[config.mk]
export PLATFORM = sky130hd
export DESIGN_NAME = zcd_ctrl
export DESIGN_NICKNAME = d
export VERILOG_FILES = /design/src/zcd_pkg.sv /design/src/zcd_edge.sv /design/src/zcd_ctrl.sv
export SDC_FILE = /design/constraint.sdc
export NUM_CORES = 1
export LEC_CHECK = 0
export BUFFER_PORTS_ARGS = -buffer_cell sky130_fd_sc_hd__buf_2
export CORE_ASPECT_RATIO = 0.6
export CORE_UTILIZATION = 41
export CTS_CLUSTER_SIZE = 16
export DETAILED_ROUTE_END_ITERATION = 8
export PLACE_DENSITY_LB_ADDON = 0.1
export SLEW_MARGIN = 20
export SYNTH_ARGS = -nofsm -noshare
export SYNTH_HDL_FRONTEND = slang
export SYNTH_SLANG_ARGS = --single-unit
[constraint.sdc]
create_clock -name core_clk -period 1.73 [get_ports core_clk]
set_input_delay 0.346 -clock core_clk [delete_from_list [all_inputs] [get_ports core_clk]]
set_output_delay 0.346 -clock core_clk [all_outputs]
set_load 0.05 [all_outputs]
[src/zcd_pkg.sv]
// package: register map, field positions and reset values of the zero-cross control block
// ==========================================================================
// ==========================================================================
package zcd_pkg;
    // byte addresses of the word registers
    localparam logic [7:0] ctrl_addr = 8'h00;
    localparam logic [7:0] status_addr = 8'h04;
    localparam logic [7:0] mask_addr = 8'h08;
    // control register field positions
    localparam int en_bit = 7;
    localparam int lvl_bit = 5;
    localparam int inv_bit = 4;
    localparam int rise_bit = 1;
    localparam int fall_bit = 0;
    // writable bits of the control register
    localparam logic [7:0] ctrl_wmask = 8'h93;
    // status layout: bit 0 is the edge flag
    localparam int flag_bit = 0;
    localparam logic [31:0] status_wmask = 32'h0000_0001;
    // ahb transfer codes
    localparam logic [1:0] htrans_nonseq = 2'h2;
    localparam logic [2:0] hsize_word = 3'h2;
    // reset values
    localparam logic [7:0] ctrl_reset = 8'h00;
    localparam logic [31:0] mask_reset = 32'h0000_0000;
    // bus slave states
    typedef enum logic [1:0] {
        st_idle = 2'b01,
        st_data = 2'b10
    } bus_state_t;
endpackage : zcd_pkg

[src/zcd_edge.sv]
// module: sampler and edge detector for the detector logic output
`timescale 1ns/1ps
module zcd_edge
(
    input wire logic core_clk,
    input wire logic rst,
    input wire logic level_in,
    output logic level_q,
    output logic rise_pulse,
    output logic fall_pulse
);
    // ==========================================================================
    // edge detection
    // ==========================================================================
    logic level_d;
    // next sample is just the input, which is taken as synchronous
    always_comb
    begin
        level_d = level_in;
    end
    // register the level, reset low
    always_ff @(posedge core_clk)
    begin
        if (rst)
        begin
            level_q <= 1'b0;
        end
        else
        begin
            level_q <= level_d;
        end
    end
    // combinational edge strobes against the held sample
    assign rise_pulse = level_d & ~level_q;
    assign fall_pulse = ~level_d & level_q;
endmodule : zcd_edge

[src/zcd_ctrl.sv]
// module: zero-cross detector control, status and ahb-lite register slave
`timescale 1ns/1ps
module zcd_ctrl
(
    input wire logic core_clk,
    input wire logic rst,
    input wire logic hsel,
    input wire logic [7:0] haddr,
    input wire logic [1:0] htrans,
    input wire logic hwrite,
    input wire logic [2:0] hsize,
    input wire logic [31:0] hwdata,
    input wire logic hready,
    output logic [31:0] hrdata,
    output logic hreadyout,
    output logic hresp,
    input wire logic comp_sinking,
    input wire logic fuse_off,
    input wire logic sleep_mode,
    output logic det_active,
    output logic zero_cross_out_pin,
    output logic irq
);
    // ==========================================================================
    // state
    // ==========================================================================
    // software control, interrupt and bus slave registers
    logic [7:0] ctrl_q; // software control bits
    logic [7:0] ctrl_d;
    logic flag_q; // sticky edge flag
    logic flag_d;
    logic [31:0] mask_q; // interrupt mask, same layout as status
    logic [31:0] mask_d;
    zcd_pkg::bus_state_t state_q; // bus slave phase
    zcd_pkg::bus_state_t state_d;
    logic [7:0] addr_q; // latched address phase
    logic [7:0] addr_d;
    logic wr_q; // latched write flag
    logic wr_d;
    logic [31:0] rdata_q; // registered read data
    logic [31:0] rdata_d;
    logic pin_q; // observation pin
    logic pin_d;
    logic irq_q;
    logic irq_d;
    logic boot_q; // first cycle after reset release
    logic boot_d; // boot marker next value
    // combinational helpers
    logic logic_out; // detector logic output after inversion
    logic edge_level;
    logic rise_pulse;
    logic fall_pulse;
    logic take; // address phase accepted
    logic set_flag;
    logic status_read;
    // bits a control read may show: writable ones plus the live level
    localparam logic [7:0] ctrl_rbits = zcd_pkg::ctrl_wmask | 8'(1 << zcd_pkg::lvl_bit);
    localparam logic [31:0] ctrl_rmask = {24'h00_0000, ctrl_rbits};
    // ==========================================================================
    // detector logic output
    // ==========================================================================
    // inversion applies before edges and the level bit
    assign logic_out = comp_sinking ^ ctrl_q[zcd_pkg::inv_bit];
    // sleep_mode is deliberately unused by the edge path: the flag keeps working
    // the sampler lags one cycle, so each edge is a single-cycle strobe
    zcd_edge u_edge
    (
        .core_clk(core_clk),
        .rst(rst),
        .level_in(logic_out),
        .level_q(edge_level),
        .rise_pulse(rise_pulse),
        .fall_pulse(fall_pulse)
    );
    // edge qualification by the two enable bits, independent of sleep
    assign set_flag = (rise_pulse & ctrl_q[zcd_pkg::rise_bit])
        | (fall_pulse & ctrl_q[zcd_pkg::fall_bit]);
    // ==========================================================================
    // bus decode
    // ==========================================================================
    // accepted only when the bus is ready and the transfer is real
    assign take = hsel & hready & (htrans == zcd_pkg::htrans_nonseq);
    // a status read clears the flag at its address phase
    assign status_read = take & ~hwrite & (haddr == zcd_pkg::status_addr);
    // ==========================================================================
    // next state
    // ==========================================================================
    // one-cycle-wait-free slave: address phase latched, data phase acts
    always_comb
    begin
        // every next value but pin_d and irq_d starts from its register so nothing latches
        ctrl_d = ctrl_q;
        mask_d = mask_q;
        flag_d = flag_q;
        addr_d = addr_q;
        wr_d = wr_q;
        rdata_d = rdata_q;
        state_d = state_q;
        // fuse strap sampled once after release
        if (boot_q)
        begin
            ctrl_d[zcd_pkg::en_bit] = ~fuse_off;
        end
        // writes happen in the data phase
        if (state_q == zcd_pkg::st_data && wr_q)
        begin
            case (addr_q)
                zcd_pkg::ctrl_addr:
                begin
                    ctrl_d = hwdata[7:0] & zcd_pkg::ctrl_wmask;
                end
                zcd_pkg::mask_addr:
                begin
                    mask_d = hwdata & zcd_pkg::status_wmask;
                end
                // status writes fall through here and are dropped
                default:
                begin
                    ctrl_d = ctrl_d; // unmapped or read-only: ignored
                end
            endcase
        end
        // read of status clears, but a new edge wins
        if (status_read)
        begin
            flag_d = 1'b0;
        end
        if (set_flag)
        begin
            flag_d = 1'b1;
        end
        // address phase capture and read data
        case (state_q)
            zcd_pkg::st_idle,
            zcd_pkg::st_data:
            begin
                if (take)
                begin
                    state_d = zcd_pkg::st_data;
                    addr_d = haddr;
                    wr_d = hwrite;
                    rdata_d = 32'h0000_0000;
                    // read data is captured in the address phase, shown in the data phase
                    if (!hwrite)
                    begin
                        case (haddr)
                            zcd_pkg::ctrl_addr:
                            begin
                                rdata_d[7:0] = ctrl_q & zcd_pkg::ctrl_wmask;
                                rdata_d[zcd_pkg::lvl_bit] = logic_out;
                            end
                            zcd_pkg::status_addr:
                            begin
                                rdata_d[zcd_pkg::flag_bit] = flag_q;
                            end
                            zcd_pkg::mask_addr:
                            begin
                                rdata_d = mask_q;
                            end
                            default:
                            begin
                                rdata_d = 32'h0000_0000;
                            end
                        endcase
                    end
                end
                // no transfer: drop back to idle
                else
                begin
                    state_d = zcd_pkg::st_idle;
                    wr_d = 1'b0;
                end
            end
            // illegal state code: recover to idle
            default:
            begin
                state_d = zcd_pkg::st_idle;
            end
        endcase
        // outputs
        // pin follows the next enable so a write shows one cycle sooner
        pin_d = ctrl_d[zcd_pkg::en_bit] & logic_out;
        irq_d = flag_d & mask_d[zcd_pkg::flag_bit];
    end
    // boot marker: high through reset and in the cycle right after reset release, low after that
    always_comb
    begin
        boot_d = 1'b0;
    end
    // ==========================================================================
    // registers
    // ==========================================================================
    // plain registers, synchronous reset
    always_ff @(posedge core_clk)
    begin
        if (rst)
        begin
            // boot marker starts high so the fuse strap loads once
            ctrl_q <= zcd_pkg::ctrl_reset;
            mask_q <= zcd_pkg::mask_reset;
            flag_q <= 1'b0;
            state_q <= zcd_pkg::st_idle;
            addr_q <= 8'h00;
            wr_q <= 1'b0;
            rdata_q <= 32'h0000_0000;
            pin_q <= 1'b0;
            irq_q <= 1'b0;
            boot_q <= 1'b1;
        end
        else
        begin
            ctrl_q <= ctrl_d;
            mask_q <= mask_d;
            flag_q <= flag_d;
            state_q <= state_d;
            addr_q <= addr_d;
            wr_q <= wr_d;
            rdata_q <= rdata_d;
            pin_q <= pin_d;
            irq_q <= irq_d;
            boot_q <= boot_d;
        end
    end
    // bus outputs: the answer never waits, the response is always okay
    assign hrdata = rdata_q;
    assign hreadyout = 1'b1;
    assign hresp = 1'b0;
    // pin and interrupt come straight from their registers
    assign zero_cross_out_pin = pin_q;
    assign irq = irq_q;
    assign det_active = ctrl_q[zcd_pkg::en_bit];
    // ==========================================================================
    // checks
    // ==========================================================================
    // only writable bits may ever be held in the control register
    chk_reserved_zero: assert property (@(posedge core_clk) disable iff (rst)
        (ctrl_q & ~zcd_pkg::ctrl_wmask) == 8'h00)
        else $error("reserved control bits not zero");
    // a control read shows nothing outside the defined fields
    chk_reserved_read: assert property (@(posedge core_clk) disable iff (rst)
        !rst && take && !hwrite && haddr == zcd_pkg::ctrl_addr
        |=> (hrdata & ~ctrl_rmask) == 32'h0000_0000)
        else $error("reserved control bits read non-zero");
    // a control write lands, masked to the writable bits, at the end of its data phase
    chk_write_ctrl: assert property (@(posedge core_clk) disable iff (rst)
        !rst && state_q == zcd_pkg::st_data && wr_q && addr_q == zcd_pkg::ctrl_addr
        |=> ctrl_q == ($past(hwdata[7:0]) & zcd_pkg::ctrl_wmask))
        else $error("control write lost");
    // control holds unless written or loaded from the fuse
    chk_ctrl_hold: assert property (@(posedge core_clk) disable iff (rst)
        !rst && !boot_q
        && !(state_q == zcd_pkg::st_data && wr_q && addr_q == zcd_pkg::ctrl_addr)
        |=> $stable(ctrl_q))
        else $error("control changed without a write");
    // the level bit is the live logic output after inversion
    chk_level_read: assert property (@(posedge core_clk) disable iff (rst)
        !rst && take && !hwrite && haddr == zcd_pkg::ctrl_addr
        |=> hrdata[zcd_pkg::lvl_bit] == $past(logic_out))
        else $error("level bit mismatch");
    // enabled edges set the flag one cycle later
    chk_rise_sets: assert property (@(posedge core_clk) disable iff (rst)
        rise_pulse && ctrl_q[zcd_pkg::rise_bit] |=> flag_q)
        else $error("enabled rising edge did not set flag");
    chk_fall_sets: assert property (@(posedge core_clk) disable iff (rst)
        fall_pulse && ctrl_q[zcd_pkg::fall_bit] |=> flag_q)
        else $error("enabled falling edge did not set flag");
    // a rising edge with its enable clear leaves a clear flag clear
    chk_rise_masked: assert property (@(posedge core_clk) disable iff (rst)
        !rst && !flag_q && rise_pulse && !ctrl_q[zcd_pkg::rise_bit] |=> !flag_q)
        else $error("disabled rising edge set flag");
    // a falling edge with its enable clear leaves a clear flag clear
    chk_fall_masked: assert property (@(posedge core_clk) disable iff (rst)
        !rst && !flag_q && fall_pulse && !ctrl_q[zcd_pkg::fall_bit] |=> !flag_q)
        else $error("disabled falling edge set flag");
    // the flag only drops through a status read
    chk_flag_sticky: assert property (@(posedge core_clk) disable iff (rst)
        flag_q && !status_read |=> flag_q)
        else $error("flag dropped without status read");
    // a status read clears the flag unless an edge lands with it
    chk_status_clear: assert property (@(posedge core_clk) disable iff (rst)
        !rst && status_read && !set_flag |=> !flag_q)
        else $error("status read did not clear flag");
    // a newly set flag always has an enabled edge behind it
    chk_flag_cause: assert property (@(posedge core_clk) disable iff (rst)
        !flag_q ##1 flag_q |-> $past(set_flag))
        else $error("flag set without enabled edge");
    // the interrupt line is the flag gated by its mask bit
    chk_irq_level: assert property (@(posedge core_clk) disable iff (rst)
        irq == (flag_q & mask_q[zcd_pkg::flag_bit]))
        else $error("interrupt line mismatch");
    // the pin shows the logic output one cycle later while enabled
    chk_pin_route: assert property (@(posedge core_clk) disable iff (rst)
        !rst |=> zero_cross_out_pin == ($past(ctrl_d[zcd_pkg::en_bit]) & $past(logic_out)))
        else $error("observation pin mismatch");
    // with the enable clear the observation pin stays low
    chk_pin_off: assert property (@(posedge core_clk) disable iff (rst)
        !rst && !ctrl_d[zcd_pkg::en_bit] |=> !zero_cross_out_pin)
        else $error("pin driven while disabled");
    // the sampler sees the comparator through the invert bit
    chk_invert_path: assert property (@(posedge core_clk) disable iff (rst)
        !rst |=> edge_level == ($past(comp_sinking) ^ $past(ctrl_q[zcd_pkg::inv_bit])))
        else $error("inversion wrong");
    // read data stands until the next accepted transfer
    chk_read_hold: assert property (@(posedge core_clk) disable iff (rst)
        !rst && !take |=> $stable(hrdata))
        else $error("read data changed without a transfer");
    // sleep does not gate the edge path
    chk_sleep_edge: assert property (@(posedge core_clk) disable iff (rst)
        sleep_mode && rise_pulse && ctrl_q[zcd_pkg::rise_bit] |=> flag_q)
        else $error("edge lost in sleep");
    // the marker is high through reset too, so only its post-release cycle counts
    chk_fuse_boot: assert property (@(posedge core_clk) disable iff (rst)
        !rst && boot_q
        |=> (det_active == !$past(fuse_off)) || $past(state_q == zcd_pkg::st_data))
        else $error("fuse default not applied");
endmodule : zcd_ctrl

==> results.toml <==
[power]
p_int_uw = 845
p_clk_share_pct = 31.3
power_switching_uw = 373
powerDensity_nw_per_um2 = 858
seqPwrFrac_pct = 50.4
p_comb_share_pct = 18.3
p_leak_uw = 0.000687
peakVddDrop_v = 0.000591
switching_share_pct = 30.6

[critical_path]
reg2reg_depth = 5
path_delay_family = "simple AND/OR/NAND/NOR gates"
slowest_delay_ps = 430
startpoint = "state_q[0]"
timing.rr.end = "hrdata[4]"
crit_end = "hrdata[4]"
worstPathArrival_ps = 1790
cp_slowest_cell = "or3_4"
r2r_start = "state_q[0]"
critPathBufInv = 1
start_kind = "register"
path_depth = 5
crit_chain = "inv_1, ha_1, or3_4, nor3_2, a22o_1"
rrSetupSlack_ps = 150
crit_path_end_kind = "register"
crit_fanout = 4
critPathKind = "register to register"
cp_data_required_time_ps = 1940

[routing]
route.vias.total = 922
detail_route.iter0.violations = 27
drt-total-wl_microns = 2230
first_pass_iters = 4
wl_per_cell_microns = 10.6
postRouteAntennaNets = 0
drcViolationCount = 0
avgViaCountPerCell = 4.37

[global_routing]
grt_max_degree = 15
grt_pass1_vias = 714
overflow = 0
grt_pass1_wl_microns = 3350
track_usage_pct = 14.0
antenna_found_initial = 0

[layout]
syn_to_final_growth_pct = 9.99
final_nets = 224
layout_commonest_cell = "conb_1"
num-fill-cells = 307
drive_gt1_share_pct = 24.9
final_cells = 211
diodes = 0
most-common-layout-cells = "conb_1, buf_2, dfxtp_1"

[synthesis]
syn_area_per_cell_sq_um = 9.15
yosysWarnings = 0
ys_seq_elements = 26
synth_cell_type_count = 32
ys.flop_type = "dfxtp_1"
async_flop_share_pct = 0
syn-cell-area_sq_um = 1290
synth_edf_count = 0
syn_inst = 141
ys_seq_area_share_pct = 40.3

[sta]
drv_slew = 0
setup_viol = 0
period_needed_ps = 1580
hold_viol = 0
setup_tns_ps = 0
fmax_mhz = 634
clock_skew_ps = 2.36
finalCritPeriodShare_pct = 91.2
grt_setup_unrepaired = "no"

[clock_tree]
ctsResizeCount = 0
cts.reportedPaths.clkPinSlew_ps = 90
clkLatencyLatePin_ps = 260
numCtsBuffers = 3
clockBufferDepth = 2
clock-sinks = 26
root_buffer = "clkbuf_8"
htreeDepth = 1
cts_tree = "built"
cts_hold_buf = 0
cts_setup_buffers = 0

[floorplan]
dieWidth_microns = 74.4
num_rows = 15
initial_utilization_pct = 44.1
die_area_sq_um = 3380
die_h_microns = 45.5
coreArea_sq_um = 2930
io_pins = 90

[placement]
dpl.hpwl_microns = 1780
post-place-cells = 207
gp_congestion = 0.692
port_buffers = 28

[job]
cap_violations = 0

[min_path]
hp-class = "input port to register"

[run_status]
status = "complete, no violations"
==> Yosys cell counts (2+ instances only) <==
master / number / area [sq um]
a21oi_1: 9 / 45.0
a22o_1: 3 / 26.3
buf_2: 2 / 10.0
buf_4: 29 / 218
conb_1: 2 / 7.51
dfxtp_1: 26 / 521
inv_1: 6 / 22.5
mux2i_1: 7 / 70.1
nand2_1: 20 / 75.1
nand4_1: 2 / 12.5
nor2_1: 12 / 45.0
nor3_1: 3 / 15.0
==> stage by stage <==
step                      instance area, sq um  worst slack, ps  power [uW]  hold slack, ps  utilization (%)
after floorplan                           1390              338         855             374                -
after global placement                    1360              188         849             443             46.6
after detailed placement                  1360              179         850             451             46.6
after CTS                                 1420              162        1230             306             48.5
after global routing                      1420              102        1280             336             48.5
final                                     1420              152        1220             311             48.5
==> routing by layer <==
metal  vias to the layer above  routed length, microns  track usage (%)
li1                        470                       -                -
met1                       419                    1160             19.5
met2                        31                     924             19.8
met3                         2                     129             5.31
met4                         0                      18             4.53
met5                         -                       0                0
==> power groups by stage <==
stage / logic [uW] / registers, uW / clock network, uW
finish: 223 / 613 / 381
global route: 236 / 615 / 428
CTS: 223 / 613 / 399
detailed placement: 222 / 627 / 0
global placement: 222 / 627 / 0
floorplan: 221 / 634 / 0
==> final cells by class <==
cell class | instances | area [sq um] | share of cell area [%]
multi-input cells | 103 | 613 | 43.2
flip-flops and latches | 26 | 520 | 36.7
repair buffers | 30 | 155 | 10.9
clock buffers | 4 | 55.1 | 3.88
well taps | 42 | 52.6 | 3.70
inverters | 6 | 22.5 | 1.59
==> worst min-delay path, stage by stage <==
cell and delay, ps:
buf_2 80, mux2i_1 50, nor2_1 70
==> kinds of logic (layout without fill, tap and decap cells) <==
group	after synthesis	in the layout	synth area share, %
adder cells (fa/ha/maj)	1	1	0.970
multiplexers	7	7	5.43
buffers and inverters	39	40	20.0
other	2	29	0.582
AND/OR/NAND/NOR	49	49	23.6
AO/OA/AOI/OAI	16	16	8.44
flip-flops	26	26	40.3
XOR/XNOR	1	1	0.679
==> sequential cells by signal, indices dropped and copies added, names as in the netlist <==
name	count
hrdata	5
zero_cross_out_pin	1
ctrl_q	4
flag_q	1
wr_q	1
addr_q	8
irq	1
boot_q	1
u_edge.level_q	1
state_q	2
mask_q	1
==> worst min path at each step <==
| stage | end | cells past startpoint | start |
|---|---|---|---|
| after floorplan | boot_q | 0 | rst |
| after global placement | addr_q[1] | 2 | addr_q[1] |
| after detailed placement | addr_q[0] | 2 | addr_q[0] |
| after CTS | ctrl_q[1] | 3 | hwdata[1] |
| after global routing | ctrl_q[4] | 3 | hwdata[4] |
| final | ctrl_q[1] | 3 | hwdata[1] |
Power figures use the tool's default switching activity.
